**src/scp_pkg.sv**
```systemverilog
// Summary of operation
// - Scale picks where the count window starts.
// - Scale zero shows the low counter bits.
// - Scale fifteen divides the window rate by 32768.
// - Counter steps by one when enabled.
// - Continuous enable counts every cycle.
// - One-shot enable clears itself at period end.
// - Reset clears both counting enables.
// - Zero-on-match clears counter one cycle later.
// - Window at or above compare zero ends period.
// - Without zero-on-match the counter wraps naturally.
// - Comparator high when window at or above value.
// - Every comparator is evaluated each cycle.
// - Scaled count register shows the selected window.
// - Sticky blocks clearing a set pending bit.
// - Deglitch holds a high result for the period.
// - Four compare registers at consecutive words.
// - Center mode compares inverted window past midpoint.
// - Gang raises pin, next comparator drops it.
// - Deglitched pending can clear only at period start or on a configuration write.
package scp_pkg;

  // Channel count is fixed by the configuration word layout.
  localparam int NCMP = 4;
  localparam int CMP_W_DEF = 16;
  localparam int COUNT_EXTRA = 15;
  localparam int SCALE_W = 4;

  // Register byte offsets.
  localparam logic [5:0] OFS_CFG = 6'h00;
  localparam logic [5:0] OFS_COUNT = 6'h08;
  localparam logic [5:0] OFS_SCALED = 6'h10;
  localparam logic [5:0] OFS_CMP0 = 6'h20;
  localparam logic [5:0] OFS_CMP1 = 6'h24;
  localparam logic [5:0] OFS_CMP2 = 6'h28;
  localparam logic [5:0] OFS_CMP3 = 6'h2C;

  // Field positions within the configuration word.
  localparam int POS_SCALE = 0;
  localparam int POS_STICKY = 8;
  localparam int POS_ZERO = 9;
  localparam int POS_DEGLITCH = 10;
  localparam int POS_EN_ALWAYS = 12;
  localparam int POS_EN_ONESHOT = 13;
  localparam int POS_CENTER = 16;
  localparam int POS_GANG = 24;
  localparam int POS_PEND = 28;

  // Reset value of every register and answer to unmapped reads.
  localparam logic [31:0] RST_WORD = 32'h0000_0000;
  localparam logic [31:0] RD_UNMAPPED = 32'h0000_0000;

endpackage

```
**src/scp_compare.sv**
```systemverilog
`timescale 1ns/1ps
// One comparator, optionally folding the window for center alignment.
module scp_compare
  import scp_pkg::*;
#(
  parameter int CMP_W = CMP_W_DEF
)
(
  // Inputs.
  input wire logic [CMP_W-1:0] scaled,
  input wire logic [CMP_W-1:0] value,
  input wire logic center,
  // Result.
  output logic ge
);

  logic [CMP_W-1:0] eff;

  // Folding past the midpoint gives a symmetric ramp up and down.
  always_comb
  begin
    eff = (center && scaled[CMP_W-1]) ? ~scaled : scaled;
    ge = (eff >= value);
  end

endmodule

```
**src/scp_pending.sv**
```systemverilog
`timescale 1ns/1ps
// Next value of one pending bit.
module scp_pending
  import scp_pkg::*;
(
  // Inputs.
  input wire logic ge,
  input wire logic pend,
  input wire logic sticky,
  input wire logic deglitch,
  input wire logic period_end,
  input wire logic wr,
  input wire logic wbit,
  // Result.
  output logic pend_next
);

  logic hold;
  logic keep;

  // A live compare always sets the bit, so a set beats a clear.
  always_comb
  begin
    hold = sticky | (deglitch & ~period_end);
    keep = wr ? (wbit | (sticky & pend)) : (pend & hold);
    pend_next = ge | keep;
  end

endmodule

```
**src/scp_core.sv**
```systemverilog
`timescale 1ns/1ps
// Scaled counter PWM core with four comparators.
module scp_core
  import scp_pkg::*;
#(
  parameter int CMP_W = CMP_W_DEF
)
(
  // Clock and reset.
  input wire logic REF_CLK,
  input wire logic RSTN,
  // Register port.
  input wire logic [5:0] REG_ADDR,
  input wire logic REG_WR,
  input wire logic REG_RD,
  input wire logic [31:0] REG_WDATA,
  output logic [31:0] REG_RDATA,
  // Comparator results.
  output logic [NCMP-1:0] COMPARE_PENDING,
  output logic [NCMP-1:0] WAVEFORM_PIN_OUT
);

  localparam int CW = CMP_W + COUNT_EXTRA;

  // The counter must fit a 32-bit register word.
  generate
    if (CMP_W < 2 || CMP_W > 16)
    begin : g_bad_width
      $error("scp_core: CMP_W must be 2 to 16");
    end
  endgenerate

  typedef struct packed {
    logic [SCALE_W-1:0] scale;
    logic sticky;
    logic zero_cmp;
    logic deglitch;
    logic en_always;
    logic en_oneshot;
    logic [NCMP-1:0] center;
    logic [NCMP-1:0] gang;
    logic [NCMP-1:0] pend;
    logic [NCMP-1:0] pin;
    logic [CW-1:0] count;
    logic [NCMP-1:0][CMP_W-1:0] cmp;
    logic [31:0] rdata;
  } scp_state_t;

  scp_state_t st_reg;
  scp_state_t st_next;

  logic wr_cfg;
  logic wr_count;
  logic wr_scaled;
  logic [NCMP-1:0] wr_cmp;
  logic count_en;
  logic [CMP_W-1:0] scaled;
  logic [CW-1:0] low_mask;
  logic [CW-1:0] win_mask;
  logic zero_evt;
  logic wrap_evt;
  logic period_end;
  logic [NCMP-1:0] ge;
  logic [NCMP-1:0] pend_nx;
  logic [31:0] cfg_word;

  // Address decode; writes are taken in the cycle REG_WR is high.
  assign wr_cfg = REG_WR && (REG_ADDR == OFS_CFG);
  assign wr_count = REG_WR && (REG_ADDR == OFS_COUNT);
  assign wr_scaled = REG_WR && (REG_ADDR == OFS_SCALED);
  assign wr_cmp[0] = REG_WR && (REG_ADDR == OFS_CMP0);
  assign wr_cmp[1] = REG_WR && (REG_ADDR == OFS_CMP1);
  assign wr_cmp[2] = REG_WR && (REG_ADDR == OFS_CMP2);
  assign wr_cmp[3] = REG_WR && (REG_ADDR == OFS_CMP3);

  // Either enable lets the counter run.
  assign count_en = st_reg.en_always | st_reg.en_oneshot;

  // The window starts at the scale bit; scale 0 is the low bits.
  assign scaled = CMP_W'(st_reg.count >> st_reg.scale);
  assign low_mask = (CW'(1) << st_reg.scale) - CW'(1);
  assign win_mask = CW'({CMP_W{1'b1}}) << st_reg.scale;

  // Period ends on a compare-zero match or on the window carry-out.
  assign zero_evt = st_reg.zero_cmp & ge[0];
  assign wrap_evt = ~st_reg.zero_cmp & count_en & (&scaled)
    & (&(st_reg.count | ~low_mask));
  assign period_end = zero_evt | wrap_evt;

  // All comparators look at the same window every cycle.
  generate
    for (genvar i = 0; i < NCMP; i++)
    begin : g_chan
      scp_compare #(
        .CMP_W(CMP_W)
      ) u_cmp (
        .scaled(scaled),
        .value(st_reg.cmp[i]),
        .center(st_reg.center[i]),
        .ge(ge[i])
      );
      scp_pending u_pend (
        .ge(ge[i]),
        .pend(st_reg.pend[i]),
        .sticky(st_reg.sticky),
        .deglitch(st_reg.deglitch),
        .period_end(period_end),
        .wr(wr_cfg),
        .wbit(REG_WDATA[POS_PEND+i]),
        .pend_next(pend_nx[i])
      );
    end
  endgenerate

  // Configuration word as software sees it; gaps read zero.
  always_comb
  begin
    cfg_word = RST_WORD;
    cfg_word[POS_SCALE +: SCALE_W] = st_reg.scale;
    cfg_word[POS_STICKY] = st_reg.sticky;
    cfg_word[POS_ZERO] = st_reg.zero_cmp;
    cfg_word[POS_DEGLITCH] = st_reg.deglitch;
    cfg_word[POS_EN_ALWAYS] = st_reg.en_always;
    cfg_word[POS_EN_ONESHOT] = st_reg.en_oneshot;
    cfg_word[POS_CENTER +: NCMP] = st_reg.center;
    cfg_word[POS_GANG +: NCMP] = st_reg.gang;
    cfg_word[POS_PEND +: NCMP] = st_reg.pend;
  end

  // Next-state logic for the whole block.
  always_comb
  begin
    st_next = st_reg;

    // Configuration fields; reserved bits are simply not stored.
    if (wr_cfg)
    begin
      st_next.scale = REG_WDATA[POS_SCALE +: SCALE_W];
      st_next.sticky = REG_WDATA[POS_STICKY];
      st_next.zero_cmp = REG_WDATA[POS_ZERO];
      st_next.deglitch = REG_WDATA[POS_DEGLITCH];
      st_next.en_always = REG_WDATA[POS_EN_ALWAYS];
      st_next.center = REG_WDATA[POS_CENTER +: NCMP];
      st_next.gang = REG_WDATA[POS_GANG +: NCMP];
    end

    // A rearm write in the ending cycle wins over the self-clear.
    if (wr_cfg)
    begin
      st_next.en_oneshot = REG_WDATA[POS_EN_ONESHOT];
    end
    else if (period_end)
    begin
      st_next.en_oneshot = 1'b0;
    end

    // Counter: a software write beats the clear, which beats a step.
    if (wr_count)
    begin
      st_next.count = REG_WDATA[CW-1:0];
    end
    else if (wr_scaled)
    begin
      st_next.count = (st_reg.count & ~win_mask)
        | (CW'(REG_WDATA[CMP_W-1:0]) << st_reg.scale);
    end
    else if (zero_evt)
    begin
      st_next.count = RST_WORD[CW-1:0];
    end
    else if (count_en)
    begin
      // Natural wrap is the carry out of the top bit.
      st_next.count = st_reg.count + CW'(1);
    end

    // Compare values keep only the low window-width bits.
    for (int i = 0; i < NCMP; i++)
    begin
      if (wr_cmp[i])
      begin
        st_next.cmp[i] = REG_WDATA[CMP_W-1:0];
      end
    end

    // Pending bits and pins move together, one clock after compare.
    st_next.pend = pend_nx;
    for (int i = 0; i < NCMP; i++)
    begin
      st_next.pin[i] = pend_nx[i]
        & ~(st_next.gang[i] & pend_nx[(i + 1) % NCMP]);
    end

    // Read data is registered; it is held between reads.
    if (REG_RD)
    begin
      case (REG_ADDR)
        OFS_CFG: st_next.rdata = cfg_word;
        OFS_COUNT: st_next.rdata = 32'(st_reg.count);
        OFS_SCALED: st_next.rdata = 32'(scaled);
        OFS_CMP0: st_next.rdata = 32'(st_reg.cmp[0]);
        OFS_CMP1: st_next.rdata = 32'(st_reg.cmp[1]);
        OFS_CMP2: st_next.rdata = 32'(st_reg.cmp[2]);
        OFS_CMP3: st_next.rdata = 32'(st_reg.cmp[3]);
        default: st_next.rdata = RD_UNMAPPED;
      endcase
    end
  end

  // State register; reset leaves the counter stopped.
  always_ff @(posedge REF_CLK or negedge RSTN)
  begin
    if (!RSTN)
    begin
      st_reg <= '0;
    end
    else
    begin
      st_reg <= st_next;
    end
  end

  // Outputs straight from flip-flops.
  assign REG_RDATA = st_reg.rdata;
  assign COMPARE_PENDING = st_reg.pend;
  assign WAVEFORM_PIN_OUT = st_reg.pin;
endmodule

```
**config.mk**
```make
export PLATFORM = sky130hd
export DESIGN_NAME = scp_core
export DESIGN_NICKNAME = d
export VERILOG_FILES = /design/src/scp_pkg.sv /design/src/scp_compare.sv /design/src/scp_pending.sv /design/src/scp_core.sv
export SDC_FILE = /design/constraint.sdc
export NUM_CORES = 1
export LEC_CHECK = 0
export ABC_AREA = 1
export ABC_CLOCK_PERIOD_IN_PS = 4100
export BUFFER_PORTS_ARGS = -buffer_cell sky130_fd_sc_hd__clkbuf_2
export CELL_PAD_IN_SITES_DETAIL_PLACEMENT = 1
export CELL_PAD_IN_SITES_GLOBAL_PLACEMENT = 1
export CORE_AREA = 2 2 181 183
export DETAILED_ROUTE_END_ITERATION = 7
export DIE_AREA = 0 0 183 185
export GPL_TIMING_DRIVEN = 0
export HOLD_SLACK_MARGIN = 0.06
export PLACE_DENSITY = 0.85
export SYNTH_ARGS = -nofsm -noshare
export SYNTH_HDL_FRONTEND = slang
export SYNTH_SLANG_ARGS = --single-unit
```
**constraint.sdc**
```tcl
create_clock -name REF_CLK -period 4.1 [get_ports REF_CLK]
set_input_delay 0.41 -clock REF_CLK [delete_from_list [all_inputs] [get_ports REF_CLK]]
set_output_delay 0.41 -clock REF_CLK [all_outputs]
set_load 0.05 [all_outputs]
```
# --- Yosys cells after proc, flatten, opt, wreduce, memory -nomap -nowiden ---
# Cells that the tools add are included.
classes:
  n_addsub: 2
  n_lt_le_gt_ge: 4
  eq_ne: 6
  shifts: 4
  n_mux: 16
  bitwise_logic: 44
  n_reduce_logical: 16
op_table:
  columns: ["operator", "count"]
  rows:
  - ["one-hot mux 32 bit (7 select lines)", 1]
  - ["two-way mux 31 bit", 4]
  - [">= comparator 16 bit", 4]
  - ["two-way mux 16 bit", 4]
  - ["inverter 31 bit", 2]
  - ["OR 31 bit", 2]
  - ["adder 31 x 1 -> 31 bit (second input constant)", 1]
  - ["bitwise AND 31 bit", 1]
  - ["AND reduction 31 bit", 1]
  - ["<< shifter 1 x 4 -> 31 bit (first input constant)", 1]
  - ["<< shifter 16 x 4 -> 31 bit", 1]
  - ["<< shifter 16 x 4 -> 31 bit (first input constant)", 1]
  - ["right shift 31 x 4 -> 16 bit", 1]
  - ["subtractor 31 x 2 -> 31 bit (second input constant)", 1]
  - ["== test 6 bit (second input constant)", 4]
  - ["bitwise AND 1 bit", 21]
  - ["inverter 16 bit", 1]
  - ["AND reduction 16 bit", 1]
  - ["logical AND 1 bit", 11]
  - ["OR 1 bit", 11]
  - ["== test 6 x 4 -> 1 bit (second input constant)", 1]
  - ["== test 6 x 5 -> 1 bit (second input constant)", 1]
  - ["zero test 6 bit", 1]
  - ["two-way mux 1 bit", 6]
  - ["4 further kinds", 9]
totals:
  ff_bits: 152
  input_bits: 42
  word_cells: 108

# --- Depth between registers and ports, before layout ---
logic_depth:
  word_depth: 16
  depth_mapped: 33

# --- Hierarchy ---
# A second synthesis with hierarchy kept.
unflattened:
  cells_unflattened: 1958
  hier_area_um2: 13177.6
by_module_without_submodules:
  columns: ["module", "n_inst", "cells_each", "area_per_inst_um2"]
  rows:
  - ["scp_core", 1, 1578, 10410.0]
  - ["scp_compare", 4, 87, 659.4]
  - ["scp_pending", 4, 8, 32.5]

# --- Worst setup path before layout ---
# OpenSTA, ideal clock, no wires.
synth_path:
  path_type: "reg2reg"
  startpoint: "register st_reg, in the netlist cfg_word[0]"
  endpoint: "register st_reg[121] in the netlist's numbering"
  t_arrival_ns: 3.287
  slack_ns: 0.685
  stages_incl_launch_ff: 28
  path_buffers: 4
  path_cell_list: "dfrtp_1 > buf_4 > buf_12 > nand2_1 > nand2_1 > nand2_1 > nand2_1 > nand2_1 > nand2_1 > a21oi_2 > inv_2 > nand2_2 > buf_4 > xor2_1 > ha_1 > a21oi_1 > o21ai_0 > nand2_1 > o211ai_1 > nand2_1 > nand3_1 > nand2_1 > nand2_1 > inv_1 > clkbuf_1 > nor2_1 > nand2_1 > o21ai_1"
synth_via:
  elab_chain_cells: 8
  elab_cells_between_ends: 15
synth_rtl:
  columns: ["item", "line_no", "source"]
  rows:
  - ["start, declared", "scp_core.sv:49", "scp_state_t st_reg;"]
  - ["start signal, assigned", "scp_core.sv:219", "st_reg <= st_next;"]
  - ["right shift 31 x 4 -> 16 bit", "scp_core.sv:80", "assign scaled = CMP_W'(st_reg.count >> st_reg.scale);"]
  - ["logical AND 1 bit or inverter 16 bit (tied branches)", "scp_compare.sv:22", "eff = (center && scaled[CMP_W-1]) ? ~scaled : scaled;"]
  - ["two-way mux 16 bit", "scp_compare.sv:22", null]
  - [">= comparator 16 bit", "scp_compare.sv:23", "ge = (eff >= value);"]
  - ["bitwise AND 1 bit", "scp_core.sv:85", "assign zero_evt = st_reg.zero_cmp & ge[0];"]
  - ["two-way mux 31 bit", "scp_core.sv:167", "else if (zero_evt)"]
  - ["two-way mux 31 bit", "scp_core.sv:162", "else if (wr_scaled)"]
  - ["two-way mux 31 bit", "scp_core.sv:158", "if (wr_count)"]
# Several ways; a longest one is shown, not always the timed one.
# A chain may end at the register's enable or synchronous reset.

==> flow_summary.toml <==
[critical_path]
cp_max_fo = 10
timing.rr.end = "WAVEFORM_PIN_OUT[1]"
criticalPathCategory = "flip-flop to flip-flop"
reg2reg_from = "cfg_word[0]"
crit_path_start = "cfg_word[0]"
setup.worst_path.end = "WAVEFORM_PIN_OUT[1]"
startpoint_type = "flip-flop"
reg2reg_depth = 26
worstPathArrival_ps = 4380
critical_path_required_ps = 4450
cp-end-kind = "flip-flop"
r2r_slack_ps = 70

[logic_synthesis]
synthFlopType = "dfrtp_1"
synth-seq-area-share_pct = 30.11
ys_warn_count = 0
yosysUniqueCellTypes = 47
synth_top_area_cell = "dfrtp_1"
async_flop_share_pct = 100.0
syn_avg_cell_area_um2 = 6.827
syn-cell-area_um2 = 12630
syn_nets = 1958
synth_edf_count = 0
synth.area.top_cells = "dfrtp_1 30%, nand2_1 15%, o21ai_0 7.5%, ha_1 6.5%, inv_1 5.5%"
ys_ff_latch = 152
synth_cells = 1850
synth_top_area_share_pct = 30.11

[floorplanning]
floorplan.initialDensity_pct = 39.42
die_area_um2 = 33860
fp-row-count = 66
die_y_um = 185
io_pins = 82
core_um2 = 32040
fp.dieW_um = 183

[final_layout]
finalNonFillerCells = 2383
nNetsFinal = 2069
largest_reg_flops = 93
stdcell_area_um2 = 14440
layout_common_cells = "501 x nand2_1, 187 x o21ai_0, 183 x inv_1"
syn2layout_area_growth_pct = 14.30
drive_above_1_share_pct = 14.29
layout.cells.most_common = "nand2_1"
postLayoutCoreUtil_pct = 45.06

[route]
wl_um = 61920
vias_per_cell = 6.096
drcViolationCount = 0
drtAntennaViolNets = 0
wire_per_inst_um = 25.99
vias = 14530
drt_iter0_drc = 1643
drt_pass1_iterations = 5

[power_and_ir_drop]
peakVddDrop_uv = 325.7
finalPower_mw = 7.582
power-per-cell-area_nw_per_um2 = 525.2
p_leak_nw = 6.805

[placed_design]
port_buffers = 80
pre_cts_slack_ps = -1111
place_inst = 2339
gp_congestion = 1.040
placed_area_um2 = 13580
dp_hpwl_um = 47440

[global_route]
grt_max_degree = 79
antenna_found_initial = 0
first_global_vias = 14870
grt_overflow_total = 0
grt_pass1_wl_um = 91000
grt.total_usage_pct = 36.50

[clocking]
clkLatencyLatePin_ps = 460
clockBufferDepth = 2
cts_sinks = 152
root_buffer = "clkbuf_16"
cts_tree = "yes"
cts_inserted_buffers = 17
htree_levels = 4
clkSlewWorstSetupHoldPaths_ps = 80

[timing]
fin_skew_ps = 16.59
report.final.hold_viol_count = 0
max_clock_freq_ghz = 0.2480
tightest_slew_ps = 1306
finalCriticalPeriod_ps = 4033
hold_ws_ps = 222.9
fin_tns_setup_ps = 0
slew-limit-headroom_pct = 12.12
setup_ws_ps = 67.43
report.final.slew_viol_count = 0
setup_viol = 0
fin_crit_sh_pct = 98.36

[flow_run]
drv_cap = 0

[status]
status = "finished clean"

[hold_path]
hp-class = "input port to flip-flop"
## report_power, final
group          internal, mW  switching, mW
combinational          1.26           2.76
clock                 0.939          0.745
sequential             1.68          0.194
## routing by layer
layer	GRT usage [%]	wire, µm	up-vias
li1	-	-	6306
met1	44.60	24580	7221
met2	60.55	28690	773
met3	6.233	4896	226
met4	21.79	3752	0
met5	0	0	-
## critical path, stage by stage (launching register included)
cell	delay (ps)
dfrtp_1	420
buf_6	160
buf_4	140
buf_6	150
nand2_2	160
o22ai_1	110
nand2_1	80
nand2_1	60
nor2_2	190
nand2_2	210
xor2_1	220
ha_1	290
nand2_1	80
inv_1	40
nand3_1	130
inv_1	70
a21oi_1	290
nand3_4	190
nand2_8	170
buf_4	140
nand3_2	90
nand2_4	120
nand2_1	90
nand2_1	100
nand2_1	70
nand2_1	80
inv_1	40
## how the worst min path moves through the flow
| stage | start | endpoint | cells past startpoint |
|---|---|---|---|
| finish | REG_WDATA[21] | st_reg[117] | 3 |
| detailed placement | REG_RDATA[14] | REG_RDATA[14] | 2 |
| global route | REG_WDATA[21] | st_reg[117] | 3 |
| global placement | REG_RDATA[14] | REG_RDATA[14] | 2 |
| CTS | REG_WDATA[1] | cfg_word[1] | 3 |
| floorplan | RSTN | COMPARE_PENDING[0] | 0 |
## cell usage after synthesis, types with 2 or more instances
library cell / n
nand4_1: 16
nor4_1: 6
nor2_1: 101
or2_2: 2
o21ai_0: 189
nand3_2: 6
nor3_1: 22
nand2_2: 25
dfrtp_1: 152
inv_1: 185
nor3_2: 3
nand2_4: 4
xor2_1: 77
buf_4: 49
a22oi_1: 16
buf_2: 26
o211ai_1: 22
a21oi_1: 70
buf_1: 3
o22ai_1: 51
o31ai_1: 8
clkbuf_1: 51
a221oi_1: 3
inv_2: 12
nand2_1: 508
mux2i_1: 3
a211oi_1: 7
ha_1: 66
nor2_2: 6
nor2_4: 3
clkinv_1: 3
o221ai_1: 9
o41ai_1: 8
o21ai_1: 3
nand3_1: 120
a21boi_0: 2
a21oi_2: 2
nand3b_1: 2
## area by class of cell
class                      count  area, µm²
fill                        4209      17600
multi-input combinational   1367       7427
sequential                   152       3804
buffer                       129      799.5
inverter                     200      757.0
timing repair buffer          94      536.8
tap                          408      510.5
clock buffer                  20      456.7
clock inverter                12      143.9
antenna                        1      2.502
## cell families (layout without fill, tap and decap cells)
group                    Yosys count  after routing  synth area share (%)
AND/OR/NAND/NOR                  826            826                 28.00
AO/OA/AOI/OAI                    394            394                 17.96
buffers and inverters            331            455                 11.74
flip-flops                       152            152                 30.11
XOR/XNOR                          78             78                 5.409
adder cells (fa/ha/maj)           66             66                 6.538
multiplexers                       3              3                0.2378
other                              0              1                     0
## timing repair
| action | in CTS | in global routing |
|---|---|---|
| cloned | 0 | 0 |
| hold buffers | 1 | 0 |
| pin swaps | 1 | 2 |
| endpoints found under the setup margin | 40 | 40 |
| buffers inserted | 3 | 9 |
| hold endpoints to repair | 74 | 0 |
| gates resized for setup | 23 | 32 |
(Power assumes the default switching activity.)
